===== config.mk =====
export PLATFORM = sky130hd
export DESIGN_NAME = chmon_top
export DESIGN_NICKNAME = d
export VERILOG_FILES = /design/src/pkg/chmon_pkg.sv /design/src/rtl/chmon_top.sv /design/src/rtl/chmon_debounce.sv
export SDC_FILE = /design/constraint.sdc
export NUM_CORES = 1
export LEC_CHECK = 0
export CAP_MARGIN = 25
export CORE_MARGIN = 10
export CORE_UTILIZATION = 35
export DETAILED_ROUTE_END_ITERATION = 8
export DONT_BUFFER_PORTS = 1
export HOLD_SLACK_MARGIN = 0.02
export PLACE_DENSITY_LB_ADDON = 0.08
export REMOVE_ABC_BUFFERS = 1
export SYNTH_ARGS = -nofsm -noshare
export SYNTH_HDL_FRONTEND = slang
export SYNTH_SLANG_ARGS = --single-unit

===== constraint.sdc =====
create_clock -name core_clk -period 6.85 [get_ports core_clk]
set_input_delay 1.37 -clock core_clk [delete_from_list [all_inputs] [get_ports core_clk]]
set_output_delay 1.37 -clock core_clk [all_outputs]
set_load 0.005 [all_outputs]

===== src/pkg/chmon_pkg.sv =====
package chmon_pkg;
   // ---------------------------------------------------------------
   // Geometry
   // ---------------------------------------------------------------
   localparam int CH_COUNT = 4;
   localparam int FN_COUNT = 5;
   localparam int FN_SAFE = 0;
   localparam int FN_READY = 1;
   localparam int FN_SYNC = 2;
   localparam int FN_REPRO = 3;
   localparam int FN_INPUT = 4;
   localparam int TAPE_COUNT = 2;

   // ---------------------------------------------------------------
   // Timing
   // ---------------------------------------------------------------
   localparam int CLK_MHZ = 50;
   localparam int DEBOUNCE_US = 10000;
   localparam int DEBOUNCE_CYCLES = DEBOUNCE_US * CLK_MHZ;

   // ---------------------------------------------------------------
   // Register map (byte addresses)
   // ---------------------------------------------------------------
   localparam int ADDR_W = 4;
   localparam logic [3:0] REG_CTRL = 4'h0;
   localparam logic [3:0] REG_CMD = 4'h4;
   localparam logic [3:0] REG_STATUS = 4'h8;
   localparam logic [3:0] REG_LAMPS = 4'hC;
   localparam logic [1:0] RESP_OKAY = 2'h0;
   localparam logic [1:0] RESP_SLVERR = 2'h2;

   localparam int CTRL_PANEL_EN_BIT = 0;
   localparam logic PANEL_EN_RESET = 1'b1;
   localparam int CMD_CH_LSB = 0;
   localparam int CMD_FN_LSB = 4;
   localparam int ST_ARM_LSB = 0;
   localparam int ST_MON_LSB = 8;
   localparam int ST_RUNOFF_BIT = 16;
   localparam int LAMP_SAFE_LSB = 0;
   localparam int LAMP_READY_LSB = 4;
   localparam int LAMP_REC_LSB = 8;
   localparam int LAMP_SYNC_LSB = 12;
   localparam int LAMP_REPRO_LSB = 16;
   localparam int LAMP_INPUT_LSB = 20;
   localparam int LAMP_BIAS_LSB = 24;
   localparam int LAMP_ERASE_LSB = 28;

   // ---------------------------------------------------------------
   // Channel modes
   // ---------------------------------------------------------------
   typedef enum logic [1:0] {ARM_SAFE, ARM_READY, ARM_REC} chmon_arm_t;
   typedef enum logic [1:0] {MON_SYNC, MON_REPRO, MON_INPUT} chmon_mon_t;

   localparam chmon_arm_t ARM_RESET = ARM_SAFE;
   localparam chmon_mon_t MON_RESET = MON_REPRO;
endpackage


===== src/rtl/chmon_top.sv =====
// Decided for this implementation: the register addresses and the AXI4-Lite slave port.
`timescale 1ns/1ns
`default_nettype none
// Summary of operation
// - A sync-monitored channel that enters ready from safe, or enters record, switches its output and lamp to input.
// - Leaving record restores sync monitoring unless repro or input was picked during record.
// - Repro chord with a channel select routes the reproduce head to that channel and lights repro.
// - After reset every channel monitors the reproduce head with its repro lamp lit.
// - Input chord with a channel select routes live input to that channel and lights input.
// - The bias lamp of a channel is lit only while that channel records.
// - The erase lamp of a channel is lit only while that channel records.
// - Tape running off a reel stops the transport, enters unthread and freezes the timer.
// - Each channel holds exactly one arm state and exactly one monitor source at all times.
// - After reset every channel is safe with its safe lamp lit, and safe never enters record.
// - Sync chord with a channel select selects record-head monitoring and lights sync.
// - A channel forced from record to safe must pass through ready again; others are untouched.
module chmon_top #(
   parameter int DEBOUNCE_LEN = chmon_pkg::DEBOUNCE_CYCLES
) (
   input wire logic core_clk,
   input wire logic rst,
   input wire logic ce,
   input wire logic [chmon_pkg::CH_COUNT-1:0] panelSel,
   input wire logic [chmon_pkg::FN_COUNT-1:0] panelFn,
   input wire logic tapeOutSupply,
   input wire logic tapeOutTakeup,
   input wire logic recordStart,
   input wire logic recordRun,
   input wire logic rethread,
   input wire logic [chmon_pkg::ADDR_W-1:0] s_axi_awaddr,
   input wire logic s_axi_awvalid,
   output logic s_axi_awready,
   input wire logic [31:0] s_axi_wdata,
   input wire logic [3:0] s_axi_wstrb,
   input wire logic s_axi_wvalid,
   output logic s_axi_wready,
   output logic [1:0] s_axi_bresp,
   output logic s_axi_bvalid,
   input wire logic s_axi_bready,
   input wire logic [chmon_pkg::ADDR_W-1:0] s_axi_araddr,
   input wire logic s_axi_arvalid,
   output logic s_axi_arready,
   output logic [31:0] s_axi_rdata,
   output logic [1:0] s_axi_rresp,
   output logic s_axi_rvalid,
   input wire logic s_axi_rready,
   output logic [chmon_pkg::CH_COUNT-1:0] lampSafe,
   output logic [chmon_pkg::CH_COUNT-1:0] lampReady,
   output logic [chmon_pkg::CH_COUNT-1:0] lampRecord,
   output logic [chmon_pkg::CH_COUNT-1:0] lampSync,
   output logic [chmon_pkg::CH_COUNT-1:0] lampRepro,
   output logic [chmon_pkg::CH_COUNT-1:0] lampInput,
   output logic [chmon_pkg::CH_COUNT-1:0] lampBias,
   output logic [chmon_pkg::CH_COUNT-1:0] lampErase,
   output logic [chmon_pkg::CH_COUNT-1:0] routeRecHead,
   output logic [chmon_pkg::CH_COUNT-1:0] routeReproHead,
   output logic [chmon_pkg::CH_COUNT-1:0] routeInput,
   output logic transportStop,
   output logic unthreadMode,
   output logic timerFreeze
);
   import chmon_pkg::*;

   localparam int N = CH_COUNT;
   localparam int DBW = N + FN_COUNT + TAPE_COUNT;

   typedef struct packed {
      chmon_arm_t [N-1:0] arm;
      chmon_mon_t [N-1:0] monSel;
      logic [N-1:0] autoIn;
      logic [N-1:0] selPrev;
      logic [FN_COUNT-1:0] fnPrev;
      logic runoff;
      logic panelEn;
      logic [N-1:0] lSafe;
      logic [N-1:0] lReady;
      logic [N-1:0] lRec;
      logic [N-1:0] lSync;
      logic [N-1:0] lRepro;
      logic [N-1:0] lInput;
      logic awReady;
      logic wReady;
      logic awHeld;
      logic wHeld;
      logic [ADDR_W-1:0] awAddr;
      logic [31:0] wData;
      logic [3:0] wStrb;
      logic bValid;
      logic [1:0] bResp;
      logic arReady;
      logic rValid;
      logic [31:0] rData;
      logic [1:0] rResp;
   } chmon_state_t;

   chmon_state_t q;
   chmon_state_t d;

   logic [DBW-1:0] dbClean;
   logic [N-1:0] selNow;
   logic [FN_COUNT-1:0] fnNow;
   logic [TAPE_COUNT-1:0] tapeNow;
   logic [N-1:0] swCh;
   logic [FN_COUNT-1:0] swFn;
   logic [FN_COUNT-1:0] ev;
   logic [31:0] statusWord;
   logic [31:0] lampWord;
   chmon_mon_t effMon;

   // ---------------------------------------------------------------
   // Pin conditioning
   // ---------------------------------------------------------------
   chmon_debounce #(
      .WIDTH(DBW),
      .INTERVAL(DEBOUNCE_LEN)
   ) u_debounce (
      .core_clk(core_clk),
      .rst(rst),
      .ce(ce),
      .raw({tapeOutTakeup, tapeOutSupply, panelFn, panelSel}),
      .clean(dbClean),
      .tick()
   );

   // ---------------------------------------------------------------
   // Next state
   // ---------------------------------------------------------------
   always_comb begin
      d = q;
      swCh = '0;
      swFn = '0;
      ev = '0;
      effMon = MON_SYNC;
      statusWord = '0;
      lampWord = '0;
      // Panel can be locked out by software; runoff stays live
      selNow = dbClean[N-1:0] & {N{q.panelEn}};
      fnNow = dbClean[N +: FN_COUNT] & {FN_COUNT{q.panelEn}};
      tapeNow = dbClean[N + FN_COUNT +: TAPE_COUNT];
      d.selPrev = selNow;
      d.fnPrev = fnNow;

      // AXI write: address and data accepted in either order
      if (s_axi_awvalid && q.awReady) begin
         d.awHeld = 1'b1;
         d.awAddr = s_axi_awaddr;
      end
      if (s_axi_wvalid && q.wReady) begin
         d.wHeld = 1'b1;
         d.wData = s_axi_wdata;
         d.wStrb = s_axi_wstrb;
      end
      if (q.bValid && s_axi_bready) begin
         d.bValid = 1'b0;
      end
      if (d.awHeld && d.wHeld && !q.bValid) begin
         d.awHeld = 1'b0;
         d.wHeld = 1'b0;
         d.bValid = 1'b1;
         d.bResp = RESP_OKAY;
         case (d.awAddr)
            REG_CTRL: begin
               if (d.wStrb[0]) begin
                  d.panelEn = d.wData[CTRL_PANEL_EN_BIT];
               end
            end
            REG_CMD: begin
               // Needs both low lanes so channel and function agree
               if (d.wStrb[1:0] == 2'h3) begin
                  swCh = d.wData[CMD_CH_LSB +: N];
                  swFn = d.wData[CMD_FN_LSB +: FN_COUNT];
               end
            end
            REG_STATUS, REG_LAMPS: begin
            end
            default: begin
               d.bResp = RESP_SLVERR;
            end
         endcase
      end

      // Tape runoff; a new runoff beats a rethread in the same cycle
      d.runoff = (|tapeNow) | (q.runoff & ~rethread);

      // Per-channel arm state and monitor selection
      for (int c = 0; c < N; c++) begin
         for (int f = 0; f < FN_COUNT; f++) begin
            ev[f] = (selNow[c] & fnNow[f] & ~(q.selPrev[c] & q.fnPrev[f]))
                    | (swCh[c] & swFn[f]);
         end
         case (q.arm[c])
            ARM_SAFE: begin
               if (ev[FN_READY] && !ev[FN_SAFE]) begin
                  d.arm[c] = ARM_READY;
               end
            end
            ARM_READY: begin
               if (ev[FN_SAFE]) begin
                  d.arm[c] = ARM_SAFE;
               end else if (recordStart && recordRun && !q.runoff) begin
                  d.arm[c] = ARM_REC;
               end
            end
            ARM_REC: begin
               if (ev[FN_SAFE]) begin
                  d.arm[c] = ARM_SAFE;
               end else if (ev[FN_READY] || !recordRun || q.runoff) begin
                  d.arm[c] = ARM_READY;
               end
            end
            default: begin
               d.arm[c] = ARM_SAFE;
            end
         endcase
         // Input beats repro beats sync when pressed together
         if (ev[FN_INPUT]) begin
            d.monSel[c] = MON_INPUT;
            d.autoIn[c] = 1'b0;
         end else if (ev[FN_REPRO]) begin
            d.monSel[c] = MON_REPRO;
            d.autoIn[c] = 1'b0;
         end else if (ev[FN_SYNC]) begin
            d.monSel[c] = MON_SYNC;
            d.autoIn[c] = 1'b0;
         end
         if (q.arm[c] == ARM_SAFE && d.arm[c] != ARM_SAFE
             && d.monSel[c] == MON_SYNC) begin
            d.autoIn[c] = 1'b1;
         end
         if (q.arm[c] == ARM_READY && d.arm[c] == ARM_REC
             && d.monSel[c] == MON_SYNC) begin
            d.autoIn[c] = 1'b1;
         end
         if ((q.arm[c] == ARM_REC && d.arm[c] != ARM_REC)
             || d.arm[c] == ARM_SAFE) begin
            d.autoIn[c] = 1'b0;
         end
         effMon = d.autoIn[c] ? MON_INPUT : d.monSel[c];
         d.lSafe[c] = (d.arm[c] == ARM_SAFE);
         d.lReady[c] = (d.arm[c] == ARM_READY);
         d.lRec[c] = (d.arm[c] == ARM_REC);
         d.lSync[c] = (effMon == MON_SYNC);
         d.lRepro[c] = (effMon == MON_REPRO);
         d.lInput[c] = (effMon == MON_INPUT);
         statusWord[ST_ARM_LSB + 2*c +: 2] = q.arm[c];
         statusWord[ST_MON_LSB + 2*c +: 2] = q.autoIn[c] ? MON_INPUT
                                                          : q.monSel[c];
      end
      statusWord[ST_RUNOFF_BIT] = q.runoff;
      lampWord[LAMP_SAFE_LSB +: N] = q.lSafe;
      lampWord[LAMP_READY_LSB +: N] = q.lReady;
      lampWord[LAMP_REC_LSB +: N] = q.lRec;
      lampWord[LAMP_SYNC_LSB +: N] = q.lSync;
      lampWord[LAMP_REPRO_LSB +: N] = q.lRepro;
      lampWord[LAMP_INPUT_LSB +: N] = q.lInput;
      lampWord[LAMP_BIAS_LSB +: N] = q.lRec;
      lampWord[LAMP_ERASE_LSB +: N] = q.lRec;

      // AXI read: one beat, answered the cycle after the address
      if (q.rValid && s_axi_rready) begin
         d.rValid = 1'b0;
      end
      if (s_axi_arvalid && q.arReady) begin
         d.rValid = 1'b1;
         d.rResp = RESP_OKAY;
         case (s_axi_araddr)
            REG_CTRL: begin
               d.rData = '0;
               d.rData[CTRL_PANEL_EN_BIT] = q.panelEn;
            end
            REG_CMD: begin
               d.rData = '0;
            end
            REG_STATUS: begin
               d.rData = statusWord;
            end
            REG_LAMPS: begin
               d.rData = lampWord;
            end
            default: begin
               d.rData = '0;
               d.rResp = RESP_SLVERR;
            end
         endcase
      end
      // Readies are registered, so stall while an answer is pending
      d.awReady = !d.awHeld && !d.bValid;
      d.wReady = !d.wHeld && !d.bValid;
      d.arReady = !d.rValid;
   end

   // ---------------------------------------------------------------
   // State register
   // ---------------------------------------------------------------
   always_ff @(posedge core_clk) begin
      if (rst) begin
         q <= '0;
         q.panelEn <= PANEL_EN_RESET;
         q.lSafe <= '1;
         q.lRepro <= '1;
         for (int c = 0; c < N; c++) begin
            q.arm[c] <= ARM_RESET;
            q.monSel[c] <= MON_RESET;
         end
      end else if (ce) begin
         q <= d;
      end
   end

   // ---------------------------------------------------------------
   // Outputs
   // ---------------------------------------------------------------
   assign s_axi_awready = q.awReady;
   assign s_axi_wready = q.wReady;
   assign s_axi_bvalid = q.bValid;
   assign s_axi_bresp = q.bResp;
   assign s_axi_arready = q.arReady;
   assign s_axi_rvalid = q.rValid;
   assign s_axi_rdata = q.rData;
   assign s_axi_rresp = q.rResp;
   assign lampSafe = q.lSafe;
   assign lampReady = q.lReady;
   assign lampRecord = q.lRec;
   assign lampSync = q.lSync;
   assign lampRepro = q.lRepro;
   assign lampInput = q.lInput;
   // Bias and erase drive follow record exactly
   assign lampBias = q.lRec;
   assign lampErase = q.lRec;
   assign routeRecHead = q.lSync;
   assign routeReproHead = q.lRepro;
   assign routeInput = q.lInput;
   assign transportStop = q.runoff;
   assign unthreadMode = q.runoff;
   assign timerFreeze = q.runoff;
endmodule
`default_nettype wire


===== src/rtl/chmon_debounce.sv =====
`timescale 1ns/1ns
`default_nettype none
module chmon_debounce #(
   parameter int WIDTH = 11,
   parameter int INTERVAL = chmon_pkg::DEBOUNCE_CYCLES
) (
   input wire logic core_clk,
   input wire logic rst,
   input wire logic ce,
   input wire logic [WIDTH-1:0] raw,
   output logic [WIDTH-1:0] clean,
   output logic tick
);
   import chmon_pkg::*;

   localparam int CW = $clog2(INTERVAL + 1);

   typedef struct packed {
      logic [WIDTH-1:0] s1;
      logic [WIDTH-1:0] s2;
      logic [WIDTH-1:0] s3;
      logic [WIDTH-1:0] moved;
      logic [WIDTH-1:0] clean;
      logic [CW-1:0] cnt;
      logic tick;
   } chmon_db_state_t;

   chmon_db_state_t q;
   chmon_db_state_t d;
   logic [WIDTH-1:0] movedNow;

   // A bit is accepted only if stage two and three agreed through the
   // whole interval; one bounce anywhere defers it to the next one.
   always_comb begin
      d = q;
      d.s1 = raw;
      d.s2 = q.s1;
      d.s3 = q.s2;
      d.tick = 1'b0;
      movedNow = q.moved | (q.s2 ^ q.s3);
      if (q.cnt == CW'(INTERVAL - 1)) begin
         d.cnt = '0;
         d.tick = 1'b1;
         d.clean = (q.clean & movedNow) | (q.s3 & ~movedNow);
         d.moved = '0;
      end else begin
         d.cnt = q.cnt + 1'b1;
         d.moved = movedNow;
      end
   end

   always_ff @(posedge core_clk) begin
      if (rst) begin
         q <= '0;
      end else if (ce) begin
         q <= d;
      end
   end

   assign clean = q.clean;
   assign tick = q.tick;
endmodule
`default_nettype wire


==> results.json <==
{
  "status": "finished clean",
  "end_kind": "flop",
  "ctsResizeCount": 0,
  "routed_wl_mm": 23.2,
  "grt_pass1_vias": 6458,
  "hpwl_mm": 15.8,
  "slowest_stage": "o41ai_1",
  "crit_path_cell_trace": "nand2_2 > mux2i_4 > nand3_1 > o41ai_1 > o211ai_1 > o31ai_1 > o211ai_1 > a221o_1",
  "worst_setup_path_start_kind": "primary input",
  "synth_top_area_cell": "dfxtp_1",
  "drv_slew": 0,
  "overflow": 0,
  "clk_pin_slew_ps": 70,
  "crit_top_cell": "o211ai_1",
  "grt_max_degree": 151,
  "crit_buf_inv": 0,
  "yosysTopAreaCellShare": 0.409,
  "yosys_register_bits": 181,
  "cts_tree": "done",
  "grt_pass1_wl_mm": 36.7,
  "cpPeakStageDelay_ps": 450,
  "ff_latch_area_mm2": 0.00362,
  "syn_inst": 1069,
  "maxCapViolations": 0,
  "drive_above_1_share": 0.0630,
  "async_flop_share": 0,
  "fillCellCount": 2668,
  "wire_per_inst_um": 17.9,
  "fmax_mhz": 281,
  "final_util": 0.362,
  "power.density_mw_per_mm2": 251,
  "ir_drop_uv": 110,
  "fin_ws_ps": 3290,
  "start_util": 0.354,
  "drtIter0Drc": 430,
  "port_buffers": 0,
  "worstHoldStart": "q[45]",
  "tightest_slew_ps": 831,
  "drt-pass1-iter-count": 5,
  "skew_ps": 11.8,
  "worstSetupStartpoint": "s_axi_wvalid",
  "period_share": 0.519,
  "area_growth_syn_to_layout_pct": 2.50,
  "r2r_start": "s_axi_wready",
  "synth-edff-count": 0,
  "slew_headroom": 0.443,
  "fin_crit_ps": 3560,
  "syn_area_mm2": 0.00885,
  "hold_buffers": 0,
  "final.setup.tns_ps": 0,
  "floorplan.rows": 58,
  "cts_made_buffers": 17,
  "cts-root-buf": "clkbuf_16",
  "synth-seq-area-share": 0.409,
  "yosys-top-cells-area": "dfxtp_1 (41%), buf_4 (7.0%), mux2i_1 (6.4%)",
  "vias": 6748,
  "use_met2": 0.236,
  "hold_violations": 0,
  "worst_ep_arrival_time_ps": 3880,
  "path_class": "in -> reg",
  "synth_cell_types": 75,
  "die_x_um": 179,
  "final_area_mm2": 0.00907,
  "avgSynthCellArea_um2": 8.28,
  "rsz0062_at_grt": "no",
  "die_y_um": 179,
  "dp_cells": 1266,
  "diodes": 0,
  "antenna_found_initial": 0,
  "finalNonFillerCells": 1298,
  "crit_fanout": 16,
  "place_congestion": 0.783,
  "grt.total_usage": 0.144,
  "top_usage_layer": "met2",
  "dp_slack_ps": 2860,
  "setup_viol": 0,
  "critPathTopFamily": "compound AO/OA/AOI/OAI gates",
  "postCtsSetupRepairBufs": 0,
  "final_nets": 1022,
  "hold_class": "reg -> reg",
  "die_area_mm2": 0.0321,
  "io_pins": 154,
  "placed_area_mm2": 0.00844,
  "clkLatencyLatePin_ps": 440,
  "met3_usage": 0.0339,
  "yosysWarnings": 0,
  "core_mm2": 0.0250,
  "clock_path_buffers": 2,
  "use_met1": 0.185,
  "detail-route-antenna-nets": 0,
  "cellLeakagePower_nw": 3.26,
  "drc": 0,
  "clock-sinks": 181,
  "htree_levels": 4,
  "vias_per_cell": 5.20,
  "synth_ff_type": "dfxtp_1",
  "multiInputGateArea_mm2": 0.00430,
  "required_ps": 7170
}
## flip-flops by register name (all words and copies together), names as in the netlist, named ones only
signal / count
s_axi_arready: 1
u_debounce.q: 41
lampBias: 4
q: 47
u_debounce.d: 22
s_axi_bresp: 1
lampReady: 4
s_axi_awready: 1
lampSafe: 4
timerFreeze: 1
lampSync: 4
s_axi_rresp: 1
s_axi_rvalid: 1
s_axi_rdata: 28
lampInput: 4
s_axi_bvalid: 1
lampRepro: 4
s_axi_wready: 1
## worst paths after layout
kind                            slack, ps            to  cells past startpoint
worst min-delay path                  460         q[45]                      2
worst min register to register        460         q[45]                      2
worst max-delay path                 3290  lampRepro[3]                      8
worst max register to register       3820  lampRepro[3]                      8
## power by group
part | internal [mW] | switching (mW) | leakage (nW)
clock network | 0.628 | 0.450 | 0.311
registers | 1.07 | 0.0254 | 1.47
logic | 0.0425 | 0.0577 | 1.48
## stage by stage
step           hold WS, ps  power [mW]
2_1_floorplan          430        1.19
3_3_place_gp           442        1.23
3_5_place_dp           446        1.23
4_1_cts                456        2.32
5_1_grt                489        2.37
6_report               457        2.28
## kinds of logic (layout without fill, tap and decap cells)
kind of cell | after synthesis | in the layout | share of synthesized area
simple gates | 401 | 401 | 0.207
buf+inv | 154 | 52 | 0.106
compound gates | 242 | 242 | 0.178
other cells | 1 | 2 | 0.000424
fa+ha+maj | 1 | 1 | 0.00141
flops | 181 | 181 | 0.409
xor+xnor | 29 | 29 | 0.0287
mux | 60 | 60 | 0.0695
## per-layer routing
metal	vias to the layer above	routed length (µm)
met3	13	1290
met4	0	197
met2	119	10800
li1	3425	-
met1	3191	10900
met5	-	0
## worst reg2reg max path, delay by kind of cell (launching register included)
kind               cells  cell delay (ps)
DFF                    1              370
AOI/OAI and AO/OA      5             1500
muxes                  1              380
and+or+nand+nor        2              660
## cells in the mapped netlist (all sizes together) (13+ instances only)
cell type / n
a21oi: 98
a22oi: 16
and3: 16
buf: 90
clkbuf: 50
dfxtp: 181
inv: 13
mux2i: 58
nand2: 127
nand3: 37
nor2: 145
nor3: 15
nor3b: 13
o21ai: 30
o31ai: 19
xor2: 23
## layout by cell type, fill, tap and decap left out, drive strengths merged, types with 19 or more instances in the layout
master and count:
xor2 23, o21ai 30, clkbuf 19, mux2i 58
nand3 37, nor2 145, dfxtp 181, nand2 127
o31ai 19, a21oi 98
## layout make-up
type	count	share of cell area
multi-input combinational	735	0.474
sequential	181	0.399
clock buffer	19	0.0488
tap	330	0.0455
timing repair buffer	6	0.00496
clock inverter	13	0.0212
inverter	14	0.00579
Note: power is estimated with default switching activity, not from simulation.
